===== config.mk =====
export PLATFORM = sky130hd
export DESIGN_NAME = ebc_bus_ctrl
export DESIGN_NICKNAME = d
export VERILOG_FILES = /design/src/verilog/ebc_pkg.sv /design/src/verilog/ebc_bus_ctrl.sv /design/src/verilog/ebc_sync.sv
export VERILOG_INCLUDE_DIRS = /design/src /design/src/verilog
export SDC_FILE = /design/constraint.sdc
export NUM_CORES = 1
export LEC_CHECK = 0
export ABC_AREA = 1
export BUFFER_PORTS_ARGS = -buffer_cell sky130_fd_sc_hd__clkbuf_2
export CAP_MARGIN = 20
export CORE_MARGIN = 4
export CORE_UTILIZATION = 43
export DETAILED_ROUTE_END_ITERATION = 6
export PLACE_DENSITY = 0.76
export SYNTH_ARGS = -nofsm -noshare
export SYNTH_HDL_FRONTEND = slang
export SYNTH_SLANG_ARGS = --single-unit

===== constraint.sdc =====
create_clock -name i_clk_sys -period 1.3 [get_ports i_clk_sys]
set_clock_uncertainty 0.1 [all_clocks]
set_input_delay 0 -clock i_clk_sys [delete_from_list [all_inputs] [get_ports i_clk_sys]]
set_output_delay 0 -clock i_clk_sys [all_outputs]
set_load 0.01 [all_outputs]

===== src/verilog/ebc_map.svh =====
`ifndef EBC_MAP_SVH
`define EBC_MAP_SVH

// APB register offsets (byte addresses)
`define EBC_ADDR_W 8
`define EBC_OFS_CTRL 8'h00
`define EBC_OFS_STAT 8'h04

// Control register layout
`define EBC_CTRL_W 7
`define EBC_CTRL_RST 7'h00
`define EBC_F_CLKA 1:0
`define EBC_F_CLKB 3:2
// Upper bit of each clock mode field: codes 10 and 11 float the pin
`define EBC_B_CLKA_FLT 1
`define EBC_B_CLKB_FLT 3
`define EBC_B_DA_LO 4
`define EBC_B_DA_UP 5
`define EBC_B_ISO 6

// Status register layout
`define EBC_B_STRAP 0
`define EBC_B_DONE 1
`define EBC_B_ACK 2
`define EBC_B_HOLD 3
`define EBC_F_DMA 5:4
`define EBC_B_RDY 6
`define EBC_B_BUSY 7

// Strap capture: cycle after reset release, must stay below three
`define EBC_STRAP_CYC 2'h2
`define EBC_STRAP_RST 1'b1

// Default half period of the power-save clock, in system clocks
`define EBC_PS_DIV 8

`endif


===== src/verilog/ebc_pkg.sv =====
package ebc_pkg;

  typedef enum logic [2:0] {
    ST_IDLE  = 3'b000,
    ST_T1    = 3'b001,
    ST_T2    = 3'b010,
    ST_T3    = 3'b011,
    ST_TW    = 3'b100,
    ST_T4    = 3'b101,
    ST_HOLD  = 3'b110,
    ST_HEXIT = 3'b111
  } ebc_state_e;

  typedef enum logic [1:0] {
    KIND_MEM  = 2'b00,
    KIND_IO   = 2'b01,
    KIND_INTA = 2'b10,
    KIND_RFSH = 2'b11
  } ebc_kind_e;

  // Codes equal the {upper_byte_enable_n, mux_bus_bit0} pair
  typedef enum logic [1:0] {
    LANE_WORD = 2'b00,
    LANE_HIGH = 2'b01,
    LANE_LOW  = 2'b10,
    LANE_NONE = 2'b11
  } ebc_lane_e;

  typedef enum logic [1:0] {
    REG_LOWER = 2'b00,
    REG_UPPER = 2'b01,
    REG_OTHER = 2'b10,
    REG_NONE  = 2'b11
  } ebc_region_e;

  typedef enum logic [1:0] {
    CLK_FUND  = 2'b00,
    CLK_PSAVE = 2'b01,
    CLK_FLOAT = 2'b10,
    CLK_OFF   = 2'b11
  } ebc_clk_mode_e;

  typedef struct packed {
    logic valid;
    ebc_kind_e kind;
    ebc_lane_e lane;
    ebc_region_e region;
    logic write;
    logic lock;
  } ebc_cyc_req_s;

endpackage : ebc_pkg


===== src/verilog/ebc_bus_ctrl.sv =====
`timescale 1ns/10ps
`include "ebc_map.svh"

module ebc_bus_ctrl
  import ebc_pkg::*;
#(
  parameter int PS_DIV = `EBC_PS_DIV
)
(
  input wire logic i_clk_sys,
  input wire logic i_rst_n,
  input wire logic i_psel,
  input wire logic i_penable,
  input wire logic i_pwrite,
  input wire logic [`EBC_ADDR_W-1:0] i_paddr,
  input wire logic [31:0] i_pwdata,
  output logic [31:0] o_prdata,
  output logic o_pready,
  output logic o_pslverr,
  input wire ebc_cyc_req_s i_cyc_req,
  output logic o_cyc_taken,
  output logic o_cyc_done,
  input wire logic i_async_ready_in,
  input wire logic i_sync_ready_in,
  input wire logic i_hold_req,
  input wire logic [1:0] i_dma_request_in,
  output logic [1:0] o_dma_req_sync,
  input wire logic i_addr_phase_strap_n,
  output logic o_upper_byte_enable_n,
  output logic o_upper_byte_enable_oe,
  output logic o_mux_bus_bit0,
  output logic o_addr_phase_en,
  output logic o_status_pins_locked,
  output logic o_xcvr_output_enable_n,
  output logic o_xcvr_direction,
  output logic o_xcvr_oe,
  output logic o_bus_oe,
  output logic o_lower_mem_select_n,
  output logic o_upper_mem_select_n,
  output logic o_bus_grant_ack,
  output logic o_bus_grant_ack_oe,
  output logic o_clk_out_primary,
  output logic o_clk_out_primary_oe,
  output logic o_clk_out_secondary,
  output logic o_clk_out_secondary_oe
);

  function automatic logic clk_pick(input logic [1:0] mode,
                                    input logic fund,
                                    input logic psave);
    clk_pick = (mode == CLK_PSAVE) ? psave : fund;
  endfunction : clk_pick

  function automatic logic in_hold(input ebc_state_e st);
    in_hold = (st == ST_HOLD) || (st == ST_HEXIT);
  endfunction : in_hold

  logic async_ready_in_q;
  logic sync_ready_in_q;
  logic hold_q;
  logic strap_q;
  logic [1:0] dma_q;
  logic ready_ok;
  logic refresh_pend;
  logic ctrl_hit;
  logic stat_hit;
  logic [31:0] stat_word;
  logic [`EBC_CTRL_W-1:0] ctrl_ff;
  logic [31:0] prdata_ff;
  logic [1:0] strap_cnt_ff;
  logic strap_done_ff;
  logic strap_en_ff;
  logic lock_ff;
  ebc_state_e state_ff;
  ebc_state_e nxt_state;
  ebc_cyc_req_s cur_ff;
  logic ack_ff;
  logic ube_n_ff;
  logic bit0_ff;
  logic ube_oe_ff;
  logic aphase_ff;
  logic den_n_ff;
  logic dir_ff;
  logic drv_ff;
  logic lcs_n_ff;
  logic ucs_n_ff;
  logic done_ff;
  // Clocks run straight through reset, so they carry power-up values
  // rather than a reset branch that would stop them.
  logic fund_tog_ff = 1'b0;
  logic ps_tog_ff = 1'b0;
  logic [15:0] ps_cnt_ff = 16'h0000;
  logic clka_ff = 1'b0;
  logic clkb_ff = 1'b0;

  ebc_sync #(.W(6)) u_sync
  (
    .i_clk_sys(i_clk_sys),
    .i_rst_n(i_rst_n),
    .i_d({i_async_ready_in, i_sync_ready_in, i_hold_req,
          i_addr_phase_strap_n, i_dma_request_in}),
    .o_q({async_ready_in_q, sync_ready_in_q, hold_q, strap_q, dma_q})
  );

  // Either ready ends the wait; a grounded async ready defers to the other
  assign ready_ok = async_ready_in_q | sync_ready_in_q;
  assign o_dma_req_sync = dma_q;
  assign refresh_pend = i_cyc_req.valid && (i_cyc_req.kind == KIND_RFSH);

  // APB slave, zero wait states
  assign ctrl_hit = (i_paddr == `EBC_OFS_CTRL);
  assign stat_hit = (i_paddr == `EBC_OFS_STAT);
  assign o_pready = 1'b1;
  assign o_pslverr = i_psel && i_penable && !ctrl_hit && !stat_hit;
  assign o_prdata = prdata_ff;

  always_comb
  begin
    stat_word = 32'h0000_0000;
    stat_word[`EBC_B_STRAP] = strap_en_ff;
    stat_word[`EBC_B_DONE] = strap_done_ff;
    stat_word[`EBC_B_ACK] = ack_ff;
    stat_word[`EBC_B_HOLD] = hold_q;
    stat_word[`EBC_F_DMA] = dma_q;
    stat_word[`EBC_B_RDY] = ready_ok;
    stat_word[`EBC_B_BUSY] = (state_ff != ST_IDLE);
  end

  always_ff @(posedge i_clk_sys)
  begin
    if (!i_rst_n)
      ctrl_ff <= `EBC_CTRL_RST;
    else if (i_psel && i_penable && i_pwrite && ctrl_hit)
      ctrl_ff <= i_pwdata[`EBC_CTRL_W-1:0];
  end

  always_ff @(posedge i_clk_sys)
  begin
    if (!i_rst_n)
      prdata_ff <= 32'h0000_0000;
    else if (i_psel && !i_penable)
    begin
      if (ctrl_hit)
        prdata_ff <= {{(32-`EBC_CTRL_W){1'b0}}, ctrl_ff};
      else if (stat_hit)
        prdata_ff <= stat_word;
      else
        prdata_ff <= 32'h0000_0000;
    end
  end

  // Strap capture: once per reset, never writable
  always_ff @(posedge i_clk_sys)
  begin
    if (!i_rst_n)
    begin
      strap_cnt_ff <= 2'h0;
      strap_done_ff <= 1'b0;
      strap_en_ff <= `EBC_STRAP_RST;
    end
    else if (!strap_done_ff)
    begin
      strap_cnt_ff <= strap_cnt_ff + 2'h1;
      if (strap_cnt_ff == `EBC_STRAP_CYC)
      begin
        strap_done_ff <= 1'b1;
        strap_en_ff <= strap_q;
      end
    end
  end

  assign o_status_pins_locked = strap_done_ff && !strap_en_ff;

  // Bus cycle sequencer
  always_comb
  begin
    nxt_state = state_ff;
    unique case (state_ff)
      ST_IDLE:
      begin
        if (refresh_pend)
          nxt_state = ST_T1;
        else if (lock_ff && i_cyc_req.valid)
          nxt_state = ST_T1;
        else if (hold_q)
          nxt_state = ST_HOLD;
        else if (i_cyc_req.valid)
          nxt_state = ST_T1;
      end
      ST_T1: nxt_state = ST_T2;
      ST_T2: nxt_state = ST_T3;
      ST_T3, ST_TW: nxt_state = ready_ok ? ST_T4 : ST_TW;
      ST_T4: nxt_state = ST_IDLE;
      ST_HOLD:
      begin
        if (!hold_q)
          nxt_state = ST_IDLE;
        else if (refresh_pend)
          nxt_state = ST_HEXIT;
      end
      ST_HEXIT: nxt_state = hold_q ? ST_HEXIT : ST_IDLE;
    endcase
  end

  assign o_cyc_taken = (state_ff == ST_IDLE) && (nxt_state == ST_T1);

  always_ff @(posedge i_clk_sys)
  begin
    if (!i_rst_n)
    begin
      state_ff <= ST_IDLE;
      ack_ff <= 1'b0;
      done_ff <= 1'b0;
    end
    else
    begin
      state_ff <= nxt_state;
      ack_ff <= (nxt_state == ST_HOLD);
      done_ff <= (state_ff == ST_T4);
    end
  end

  always_ff @(posedge i_clk_sys)
  begin
    if (!i_rst_n)
    begin
      cur_ff <= '0;
      lock_ff <= 1'b0;
    end
    else if (o_cyc_taken)
    begin
      cur_ff <= i_cyc_req;
      lock_ff <= i_cyc_req.lock;
    end
  end

  // Pin drivers, registered from the next state
  always_ff @(posedge i_clk_sys)
  begin
    if (!i_rst_n)
    begin
      ube_n_ff <= 1'b1;
      bit0_ff <= 1'b1;
      ube_oe_ff <= 1'b0;
      aphase_ff <= 1'b1;
      drv_ff <= 1'b0;
    end
    else
    begin
      ube_oe_ff <= !in_hold(nxt_state) && !ctrl_ff[`EBC_B_ISO];
      drv_ff <= !in_hold(nxt_state);
      if (o_cyc_taken)
      begin
        // Refresh gets 11; the nonmux bit 0 is never the flag
        if (i_cyc_req.kind == KIND_RFSH)
          {ube_n_ff, bit0_ff} <= 2'b11;
        else
          {ube_n_ff, bit0_ff} <= i_cyc_req.lane;
        if (!strap_en_ff)
          aphase_ff <= 1'b1;
        else if (i_cyc_req.region == REG_LOWER)
          aphase_ff <= !ctrl_ff[`EBC_B_DA_LO];
        else if (i_cyc_req.region == REG_UPPER)
          aphase_ff <= !ctrl_ff[`EBC_B_DA_UP];
        else
          aphase_ff <= 1'b1;
      end
    end
  end

  // Direction moves only at T1, while the enable is already off
  always_ff @(posedge i_clk_sys)
  begin
    if (!i_rst_n)
    begin
      den_n_ff <= 1'b1;
      dir_ff <= 1'b0;
    end
    else
    begin
      if (o_cyc_taken)
        dir_ff <= i_cyc_req.write;
      den_n_ff <= !(((nxt_state == ST_T2) || (nxt_state == ST_T3) ||
                     (nxt_state == ST_TW)) &&
                    (cur_ff.kind != KIND_RFSH));
    end
  end

  always_ff @(posedge i_clk_sys)
  begin
    if (!i_rst_n)
    begin
      lcs_n_ff <= 1'b1;
      ucs_n_ff <= 1'b1;
    end
    else
    begin
      lcs_n_ff <= !((o_cyc_taken && (i_cyc_req.kind == KIND_MEM) &&
                     (i_cyc_req.region == REG_LOWER)) ||
                    (!lcs_n_ff && (state_ff != ST_T4)));
      ucs_n_ff <= !((o_cyc_taken && (i_cyc_req.kind == KIND_MEM) &&
                     (i_cyc_req.region == REG_UPPER)) ||
                    (!ucs_n_ff && (state_ff != ST_T4)));
    end
  end

  assign o_upper_byte_enable_n = ube_n_ff;
  assign o_upper_byte_enable_oe = ube_oe_ff;
  assign o_mux_bus_bit0 = bit0_ff;
  assign o_addr_phase_en = aphase_ff;
  assign o_xcvr_output_enable_n = den_n_ff;
  assign o_xcvr_direction = dir_ff;
  assign o_xcvr_oe = drv_ff;
  assign o_bus_oe = drv_ff;
  assign o_lower_mem_select_n = lcs_n_ff;
  assign o_upper_mem_select_n = ucs_n_ff;
  assign o_bus_grant_ack = ack_ff;
  assign o_bus_grant_ack_oe = !ctrl_ff[`EBC_B_ISO];
  assign o_cyc_done = done_ff;

  // Clock generation; no reset branch so the clocks keep running
  always_ff @(posedge i_clk_sys)
  begin
    fund_tog_ff <= !fund_tog_ff;
    if (ps_cnt_ff >= 16'(PS_DIV - 1))
    begin
      ps_cnt_ff <= 16'h0000;
      ps_tog_ff <= !ps_tog_ff;
    end
    else
      ps_cnt_ff <= ps_cnt_ff + 16'h0001;
  end

  always_ff @(posedge i_clk_sys)
  begin
    clka_ff <= clk_pick(ctrl_ff[`EBC_F_CLKA], fund_tog_ff, ps_tog_ff);
    clkb_ff <= clk_pick(ctrl_ff[`EBC_F_CLKB], fund_tog_ff, ps_tog_ff);
  end

  assign o_clk_out_primary = clka_ff;
  assign o_clk_out_secondary = clkb_ff;
  assign o_clk_out_primary_oe = !ctrl_ff[`EBC_B_CLKA_FLT];
  assign o_clk_out_secondary_oe = !ctrl_ff[`EBC_B_CLKB_FLT];
endmodule : ebc_bus_ctrl


===== src/verilog/ebc_sync.sv =====
`timescale 1ns/10ps

// Two-stage synchroniser; only the second stage leaves this module
module ebc_sync
#(
  parameter int W = 1
)
(
  input wire logic i_clk_sys,
  input wire logic i_rst_n,
  input wire logic [W-1:0] i_d,
  output logic [W-1:0] o_q
);

  logic [W-1:0] meta_ff;
  logic [W-1:0] q_ff;

  always_ff @(posedge i_clk_sys)
  begin
    if (!i_rst_n)
    begin
      meta_ff <= '0;
      q_ff <= '0;
    end
    else
    begin
      meta_ff <= i_d;
      q_ff <= meta_ff;
    end
  end

  assign o_q = q_ff;

endmodule : ebc_sync

==> results of run 1 <==
## cell families after synthesis
family	synth area share
and+or+nand+nor	0.2445
DFF	0.5018
xor gates and xnor gates	0.003206
adders and majority gates	0.009156
buffers and inverters	0.1580
AOI/OAI and AO/OA	0.08059
other	0.002748
## worst max-delay path: stages (launching register included)
cell and delay, ns:
dfxtp_4 0.37, nor2_4 0.15, nand2_4 0.09, nor2_4 0.12
nand2_2 0.09, nand2_2 0.10, buf_6 0.10, nand2_4 0.04
nand2_1 0.06, nand2_1 0.04
## layer usage
layer	wire [microns]	track usage	vias up
li1	-	-	1260
met1	2621	0.1969	1125
met2	3159	0.2603	85
met3	451	0.05644	14
met4	151	0.08926	0
met5	0	0	-
## stage by stage
stage / hold slack (ns) / TNS, ns / cells
after CTS: 0.006041 / -0.07215 / 546
after global placement: 0.08437 / -0.0002324 / 500
final: 0.03247 / -0.2954 / 549
after global routing: 0.04643 / -1.221 / 549
after detailed placement: 0.08732 / -0.09175 / 500
after floorplan: -0.002369 / 0 / 389
## Yosys cell counts
library cell,number,area [sq um]
nand2_1,75,281.5
dfxtp_1,67,1341
inv_1,48,180.2
nor2_1,41,153.9
buf_4,27,202.7
a21oi_1,24,120.1
nand3_1,17,85.08
o21ai_0,16,80.08
nor2_2,5,31.28
nand2_2,4,25.02
clkbuf_1,3,11.26
a31oi_1,2,12.51
buf_2,2,10.01
conb_1,2,7.510
ha_1,2,25.02
inv_2,2,7.510
nor2_4,2,22.52
nor3_1,2,10.01
or2_2,2,12.51
and2_1,1,6.260
and3b_1,1,8.760
edfxtp_1,1,30.03
inv_6,1,8.760
inv_8,1,11.26
nand2_4,1,11.26
nand3b_1,1,7.510
nand4_1,1,6.260
nor4_1,1,6.260
o21bai_1,1,7.510
xor2_1,1,8.760
## path summary, 6_finish.rpt
check / end / start / slack (ns)
setup reg to reg: o_xcvr_output_enable_n / state_ff[1] / -0.07
setup / recovery: o_xcvr_output_enable_n / state_ff[1] / -0.07
hold reg to reg: fund_tog_ff / fund_tog_ff / 0.30
hold / removal: o_prdata[7] / i_penable / 0.03
## final cells by class
class                           instances  area (sq um)  area share
Inverter                               52         207.7     0.05606
Sequential cell                        68          1386      0.3742
Clock inverter                          5         33.78    0.009119
Multi-Input combinational cell        237          1152      0.3110
Timing Repair Buffer                  101         668.1      0.1803
Clock buffer                           11         162.7     0.04390
Tap cell                               75         93.84     0.02533
## registers in the layout (all words and copies together) (netlist names), 2 cells and up
register	count
ps_cnt_ff	16
o_prdata	8
ctrl_ff	7
u_sync.meta_ff	6
u_sync.o_q	6
state_ff	3
cur_ff	2
strap_cnt_ff	2
## where the power goes
group	total (mW)	leakage (nW)	internal [mW]	switching [mW]
clock	1.64	0.0965	0.856	0.783
sequential	2.61	0.571	2.40	0.216
combinational	2.08	1.26	0.917	1.16
## repair_timing
| item | in CTS | in global routing |
|---|---|---|
| resized for setup | 19 | 29 |
| hold buffers | 21 | 0 |
| cloned | 1 | 0 |
| endpoints found under the setup margin | 4 | 19 |
| pin swaps | 10 | 13 |
| buffers inserted | 8 | 3 |
| hold endpoints to repair | 21 | 0 |
==> results.cfg, run 1 <==
[final_layout]
syn2layout_area_growth_pct = 35.58
final_common_cell = nand2_1
final_layout_size_suffix_gt1_frac = 0.2975
n_fill_cell = 523
nets = 531
final_cell_mix = 70 x nand2_1, 63 x clkbuf_2, 61 x dfxtp_1
fin_area_sq_mm = 0.003705
fin_util = 0.6148
insertedDiodeCount = 0

[floorplan]
die_y_microns = 87.72
die_area_sq_mm = 0.007694
die_w_microns = 87.72
io_pins = 115
coreArea_sq_mm = 0.006026
core.rowCount = 28
start_util = 0.4535

[routing]
ant_nets = 0
drc = 0
wl_per_cell_microns = 11.63
num_vias = 2484
via_per_inst = 4.525
routed_wl_mm = 6.384
dr.pass1.iters = 5
drtIter0Drc = 51

[critical_path]
rr_worst_depth = 9
cp.required_ns = 1.43
cp-end-kind = flop
cp_max_fo = 6
crit_arrival_ns = 1.50
crit_type = flop to flop
start_kind = flop

[logic_synthesis]
syn-mean-instance-area_sq_um = 7.719
synth.yosys.seq_area_share = 0.5018
yosys_warnings = 0
netlist_instances = 354
synth_area_sq_mm = 0.002733
yosys.cell_types.count = 30
synth_seq_cells = 68

[global_routing]
gr-total-overflow = 0
grt_start_max_net_pins = 19
gr-usage-all-layers = 0.1648
antenna_found_initial = 0
grt_pass1_vias = 2226
grt_pass1_wl_mm = 9.708

[pwr]
power.density_mw_per_mm2 = 1708
ir_drop_mv = 0.8592
p_total_mw = 6.327
power_leakage_nw = 1.926

[timing]
rsz0062_at_grt = yes
max_freq_ghz = 0.7297
hold_viol = 0
post-route-period-util = 1.054
finalMaxSlewViolations = 0
setup_violations = 11
finalCriticalPeriod_ns = 1.370
worst_slack_ns = -0.07049

[clocking]
htree_levels = 3
clock_latency_ns = 0.34
cts_root_buffer = clkbuf_8
cts_tree = built
cts.path.max_buffers = 2
clock-sinks = 68
clk_pin_slew_ns = 0.07
cts-buffers-inserted = 9

[run_status]
status = finished with violations
violations = setup timing

[placement]
portBuffers = 64
post-place-ws_ns = -0.03572
globalplace.congestion = 0.8122
place_area_sq_mm = 0.003084
place_hpwl_mm = 4.225

[flow_run]
maxCapViolations = 0

[worst_hold_path]
hold_path_class = input port to flop
hold_depth = 4
Note: power is estimated with default switching activity, not from simulation.
==> run 2: changes to the inputs <==
- ABC_AREA: 1 -> default
- CORE_UTILIZATION: 43 -> 42
- PLACE_DENSITY: 0.76 -> 0.75
==> run 2 against run 1 <==
Net effect:
- die area decreased by 3.9%
- count of clock-buffer cells in the layout increased by 4
- non-clock buffer count increased by 23
- area after synthesis decreased by 6.5%
- wire length increased by 6.0%
- clock power increased by 4%
- sequential share of layout area decreased by 0.83 points
- design area increased by 2.0%
- via count decreased by 8.8%
- first-iteration DRC count increased to 3.9 times the previous value
- synthesized cell count decreased by 25%
- core utilization increased by 2.3 points
- the flow still finishes with violations (setup timing)
==> results.cfg, run 2 <==
[critical_path]
r2r-start = u_sync.o_q[3]
cp_max_fo = 3
crit_arrival_ns = 1.77
crit_type = flop to flop
start_kind = flop
regToRegSetupSlack_ns = -0.37
critical_path.max_stage_delay_ns = 0.35
cp-end-kind = flop
rr_worst_depth = 6
cp.required_ns = 1.41
cp_slowest_cell = a221o_1
cpLargestDelayFamily = compound AO/OA/AOI/OAI gates
path_cells = inv_2, o31a_1, buf_6, o22ai_4, nand2_1, a221o_1
startpoint = u_sync.o_q[3]
reg2reg_to = o_xcvr_output_enable_n
critPathBufInv = 2

[placement]
globalplace.congestion = 0.7760
portBuffers = 64
dp.cells = 433
place_hpwl_mm = 4.199

[final_layout]
top_register = ps_cnt_ff
final_cell_mix = 64 x clkbuf_2, 60 x dfxtp_1, 37 x conb_1
largest_register_ffs = 16
insertedDiodeCount = 0
syn2layout_area_growth_pct = 47.89
layout.cells.non_filler = 481
nets = 463
final_common_cell = clkbuf_2
final_layout_size_suffix_gt1_frac = 0.3867
n_fill_cell = 461

[timing]
finalCriticalPeriod_ns = 1.667
rsz0062_at_grt = yes
finalSetupTns_ns = -3.705
setup_violations = 18
post-route-period-util = 1.282
hold_viol = 0
max_freq_ghz = 0.5999
hold_ws_ns = 0.02131
worst_slack_ns = -0.3668
finalMaxSlewViolations = 0

[global_routing]
gr-usage-all-layers = 0.1870
grt_start_max_net_pins = 26
grt_pass1_wl_mm = 10.71
gr-total-overflow = 0
grt_pass1_vias = 2297
antenna_found_initial = 0

[pwr]
power_leakage_nw = 1.746
ir_drop_mv = 0.9427
p_total_mw = 5.920
power.density_mw_per_mm2 = 1567

[floorplan]
die_w_microns = 86.00
start_util = 0.4315
io_pins = 115
die_area_sq_mm = 0.007395
die_y_microns = 86.00
coreArea_sq_mm = 0.005921
core.rowCount = 28

[logic_synthesis]
synth_common_cells = 67 x dfxtp_1, 39 x nor2_1, 26 x buf_4, 15 x nand2_1, 12 x and2_1
syn-mean-instance-area_sq_um = 9.605
yosys.cell_types.count = 44
synthXorXnorAreaFrac = 0.01371
synth_area_sq_mm = 0.002555
synth_seq_cells = 68
yosysMostFrequentCell = dfxtp_1
synthMuxAreaShare = 0.05681
synth_top_family_by_area = simple AND/OR/NAND/NOR gates
yosys.area.top_type = dfxtp_1
synth_edf_count = 1
synth.yosys.seq_area_share = 0.5367
netlist_instances = 266
ys_top_cells_by_area = dfxtp_1 52%, buf_4 7.6%, nor2_1 5.7%
synth_compound_area_frac = 0.1004
synth_ff_type = dfxtp_1
synth-simple-area-share = 0.1709
yosys_warnings = 0
synth_fa_ha_area_frac = 0.009794
synth_top_area_share = 0.5250
synthArstFlopShare = 0

[clocking]
cts_tree = built
cts.path.max_buffers = 2
cts_root_buffer = clkbuf_8
clk_pin_slew_ns = 0.07
htree_levels = 3
clock_latency_ns = 0.33
clock-sinks = 68
cts-buffers-inserted = 9

[routing]
wl_per_cell_microns = 14.07
dr.pass1.iters = 4
drtIter0Drc = 199
via_per_inst = 4.709
ant_nets = 0
num_vias = 2265
routed_wl_mm = 6.768
drc = 0

[run_status]
violations = setup timing
status = finished with violations

[worst_hold_path]
worstHoldStart = i_penable
hold_path_class = input port to flop
hold_depth = 4
hold_end = o_prdata[6]

[flow_run]
maxCapViolations = 0
==> run 2: per-layer routing <==
layer  wire length [microns]  part of all wire  track usage
met1                    2655              0.39       0.2158
met2                    3475              0.51       0.3125
met3                     497             0.073      0.04803
met4                     139             0.021       0.1065
met5                       0                 0            0
==> run 2: power by group <==
| part | total (mW) | internal, mW | switching, mW |
|---|---|---|---|
| Sequential | 2.43 | 2.28 | 0.142 |
| Combinational | 1.78 | 0.941 | 0.844 |
| Clock | 1.71 | 0.996 | 0.714 |
| Total | 5.92 | 4.22 | 1.70 |
==> run 2: per-stage QoR <==
step                  util  setup slack [ns]  instance area [sq um]
floorplan                -           -0.2788                   2735
detailed placement  0.5249           -0.3114                   3108
CTS                 0.6232           -0.2940                   3690
global placement    0.5249           -0.2587                   3108
finish              0.6382           -0.3668                   3779
global route        0.6382           -0.3813                   3779
==> run 2: cell families after synthesis <==
family,Yosys count
simple gates,92
flops,68
buf+inv,47
compound gates,37
mux,14
xor+xnor,4
fa+ha+maj,2
other cells,2
==> run 2: cell type report <==
type	count	area, sq um	share of cell area
clock buffer	15	166.4	0.04404
sequential	68	1383	0.3659
multi-input combinational	186	1195	0.3162
inverter	12	52.55	0.01391
timing repair buffer	124	858.3	0.2272
clock inverter	1	30.03	0.007947
tap	75	93.84	0.02483
==> run 2: worst max path at each step <==
stage | end | cells past startpoint | slack (ns)
finish | o_xcvr_output_enable_n | 6 | -0.37
global route | o_xcvr_output_enable_n | 6 | -0.38
CTS | o_xcvr_output_enable_n | 5 | -0.29
detailed placement | o_xcvr_output_enable_n | 5 | -0.31
global placement | o_xcvr_output_enable_n | 5 | -0.26
floorplan | o_xcvr_output_enable_n | 5 | -0.28
==> run 2: worst min-delay path: cells and delay by family <==
kind	cells	cell delay (ns)
simple gates	2	0.23
compound gates	1	0.09
buf+inv	1	0.09
==> run 2: what timing repair did <==
| action | in CTS | in global routing |
|---|---|---|
| endpoints found under the hold margin | 24 | 0 |
| hold buffers | 23 | 0 |
| cloned | 0 | 0 |
| setup buffers | 7 | 3 |
| pin swaps | 18 | 7 |
| endpoints found under the setup margin | 20 | 24 |
| gates resized for setup | 32 | 16 |
==> run 3: changes to the inputs <==
- ABC_CLOCK_PERIOD_IN_PS: default -> 1300
- MAX_ROUTING_LAYER: default -> met4
- SYNTH_HIERARCHICAL: default -> 1
==> run 3 against run 2 <==
Net effect:
- the run still ends with setup timing left
- critical path depth fell by 1
- setup slack worse by 0.082 ns
- worst hold slack improved by 0.014 ns
- flip-flop and latch count unchanged
- cell count increased by 2.9%
==> results.cfg, run 3 <==
[run_status]
status = finished with violations
violations = setup timing

[logic_synthesis]
syn-mean-instance-area_sq_um = 9.810
yosys.area.top_type = dfxtp_1
synth_top_area_share = 0.5083
synthArstFlopShare = 0
synth_edf_count = 1
netlist_instances = 269
synth_area_sq_mm = 0.002639
synth.yosys.seq_area_share = 0.5197
ys_top_cells_by_area = dfxtp_1 51%, buf_4 7.4%, mux2i_1 5.7%
synth_seq_cells = 68
yosysMostFrequentCell = dfxtp_1
synth_common_cells = 67 x dfxtp_1, 37 x nor2_1, 26 x buf_4, 15 x mux2i_1, 13 x inv_1
yosys.cell_types.count = 50
yosys_warnings = 6
synth_ff_type = dfxtp_1

[clocking]
clock_latency_ns = 0.36
clk_pin_slew_ns = 0.08
cts.path.max_buffers = 2
cts_tree = built
cts-buffers-inserted = 9
clock-sinks = 68
htree_levels = 3
cts_root_buffer = clkbuf_8

[final_layout]
seqCellArea_sq_mm = 0.001381
multiInputGateArea_sq_mm = 0.001229
final_layout_size_suffix_gt1_frac = 0.3905
n_fill_cell = 451
largest_register_ffs = 16
insertedDiodeCount = 0
fin_area_sq_mm = 0.003973
nets = 477
fin_util = 0.6593
syn2layout_area_growth_pct = 50.55
layout.cells.non_filler = 495
top_register = ps_cnt_ff
final_cell_mix = 63 x clkbuf_2, 59 x dfxtp_1, 37 x conb_1
final_common_cell = clkbuf_2

[timing]
finalMaxSlewViolations = 0
setup_violations = 19
worst_slack_ns = -0.4492
post-route-period-util = 1.346
hold_viol = 0
hold_ws_ns = 0.03494
max_freq_ghz = 0.5717
finalCriticalPeriod_ns = 1.749
rsz0062_at_grt = yes

[global_routing]
grt_use_met3 = 0.04163
busiest_layer = met2
grt_pass1_wl_mm = 11.03
grt.met2_usage = 0.3062
grt_pass1_vias = 2308
antenna_found_initial = 0
grt_start_max_net_pins = 26
gr-total-overflow = 0
gr-usage-all-layers = 0.1951
grt_use_met1 = 0.2272

[critical_path]
start_kind = flop
cp_max_fo = 2
cp-end-kind = primary output
crit_arrival_ns = 1.65
cp.required_ns = 1.20
crit_type = flop to primary output

[floorplan]
die_y_microns = 87.27
die_area_sq_mm = 0.007615
die_w_microns = 87.27
coreArea_sq_mm = 0.006026
io_pins = 115
core.rowCount = 28
start_util = 0.4379

[routing]
drc = 0
ant_nets = 0
routed_wl_mm = 7.005
drtIter0Drc = 137
wl_per_cell_microns = 14.15
via_per_inst = 4.802
num_vias = 2377
dr.pass1.iters = 4

[worst_hold_path]
hold_path_class = input port to flop

[placement]
portBuffers = 64
globalplace.congestion = 0.8516
place_hpwl_mm = 4.146
place_area_sq_mm = 0.003178
dp.cells = 438

[pwr]
power.density_mw_per_mm2 = 1525
power_leakage_nw = 1.873
p_total_mw = 6.058
ir_drop_mv = 0.9011

[flow_run]
maxCapViolations = 0
[run 3: through the flow]
stage                     setup slack [ns]  setup TNS, ns
after floorplan                    -0.4047         -5.070
after global placement             -0.3691         -7.566
after detailed placement           -0.3971         -8.266
after CTS                          -0.4794         -6.061
after global routing               -0.5167         -6.801
final                              -0.4492         -5.982
[run 3: layout make-up]
type | instances | area share
clock inverter | 7 | 0.02646
sequential | 68 | 0.3477
timing repair buffer | 136 | 0.2485
clock buffer | 9 | 0.03118
inverter | 14 | 0.01323
tap | 75 | 0.02362
multi-input combinational | 186 | 0.3093
[run 3: report_power, final]
| group | switching [mW] | total (mW) | internal (mW) | leakage [nW] |
|---|---|---|---|---|
| registers | 0.130 | 2.40 | 2.27 | 0.569 |
| clock network | 0.896 | 2.01 | 1.11 | 0.113 |
| logic | 0.730 | 1.65 | 0.920 | 1.19 |
[run 3: cells by family after synthesis]
group | count (synthesis) | synth area share
adder cells (fa/ha/maj) | 2 | 0.009482
other | 2 | 0.002846
multiplexers | 19 | 0.07397
buffers and inverters | 50 | 0.1143
AND/OR/NAND/NOR | 86 | 0.1664
flip-flops | 68 | 0.5197
AO/OA/AOI/OAI | 39 | 0.1034
XOR/XNOR | 3 | 0.009959
[run 3: path summary, 6_finish.rpt]
path	endpoint	from	slack, ns	cells past startpoint
setup / recovery	o_cyc_taken	state_ff[2]	-0.45	5
hold / removal	o_upper_mem_select_n	i_rst_n	0.03	5
setup reg to reg	lock_ff	state_ff[2]	-0.44	6
hold reg to reg	fund_tog_ff	fund_tog_ff	0.31	1
[run 3: per-layer routing]
metal,part of all wire,up-vias
met4,0.019,0
met3,0.084,17
met5,0,-
li1,-,1151
met2,0.49,116
met1,0.41,1093
[run 3: repair_timing]
| action | CTS | global route |
|---|---|---|
| resized for setup | 32 | 16 |
| buffers inserted | 9 | 4 |
| hold buffers | 30 | 0 |
| setup endpoints to repair | 23 | 26 |
| pin swaps | 8 | 11 |
| hold endpoints to repair | 24 | 0 |
[run 3: worst max-delay path, stage by stage, from the launching register on]
cell	delay [ns]
dfxtp_2	0.34
or3_4	0.38
a211o_1	0.30
buf_6	0.14
inv_2	0.05
buf_6	0.09
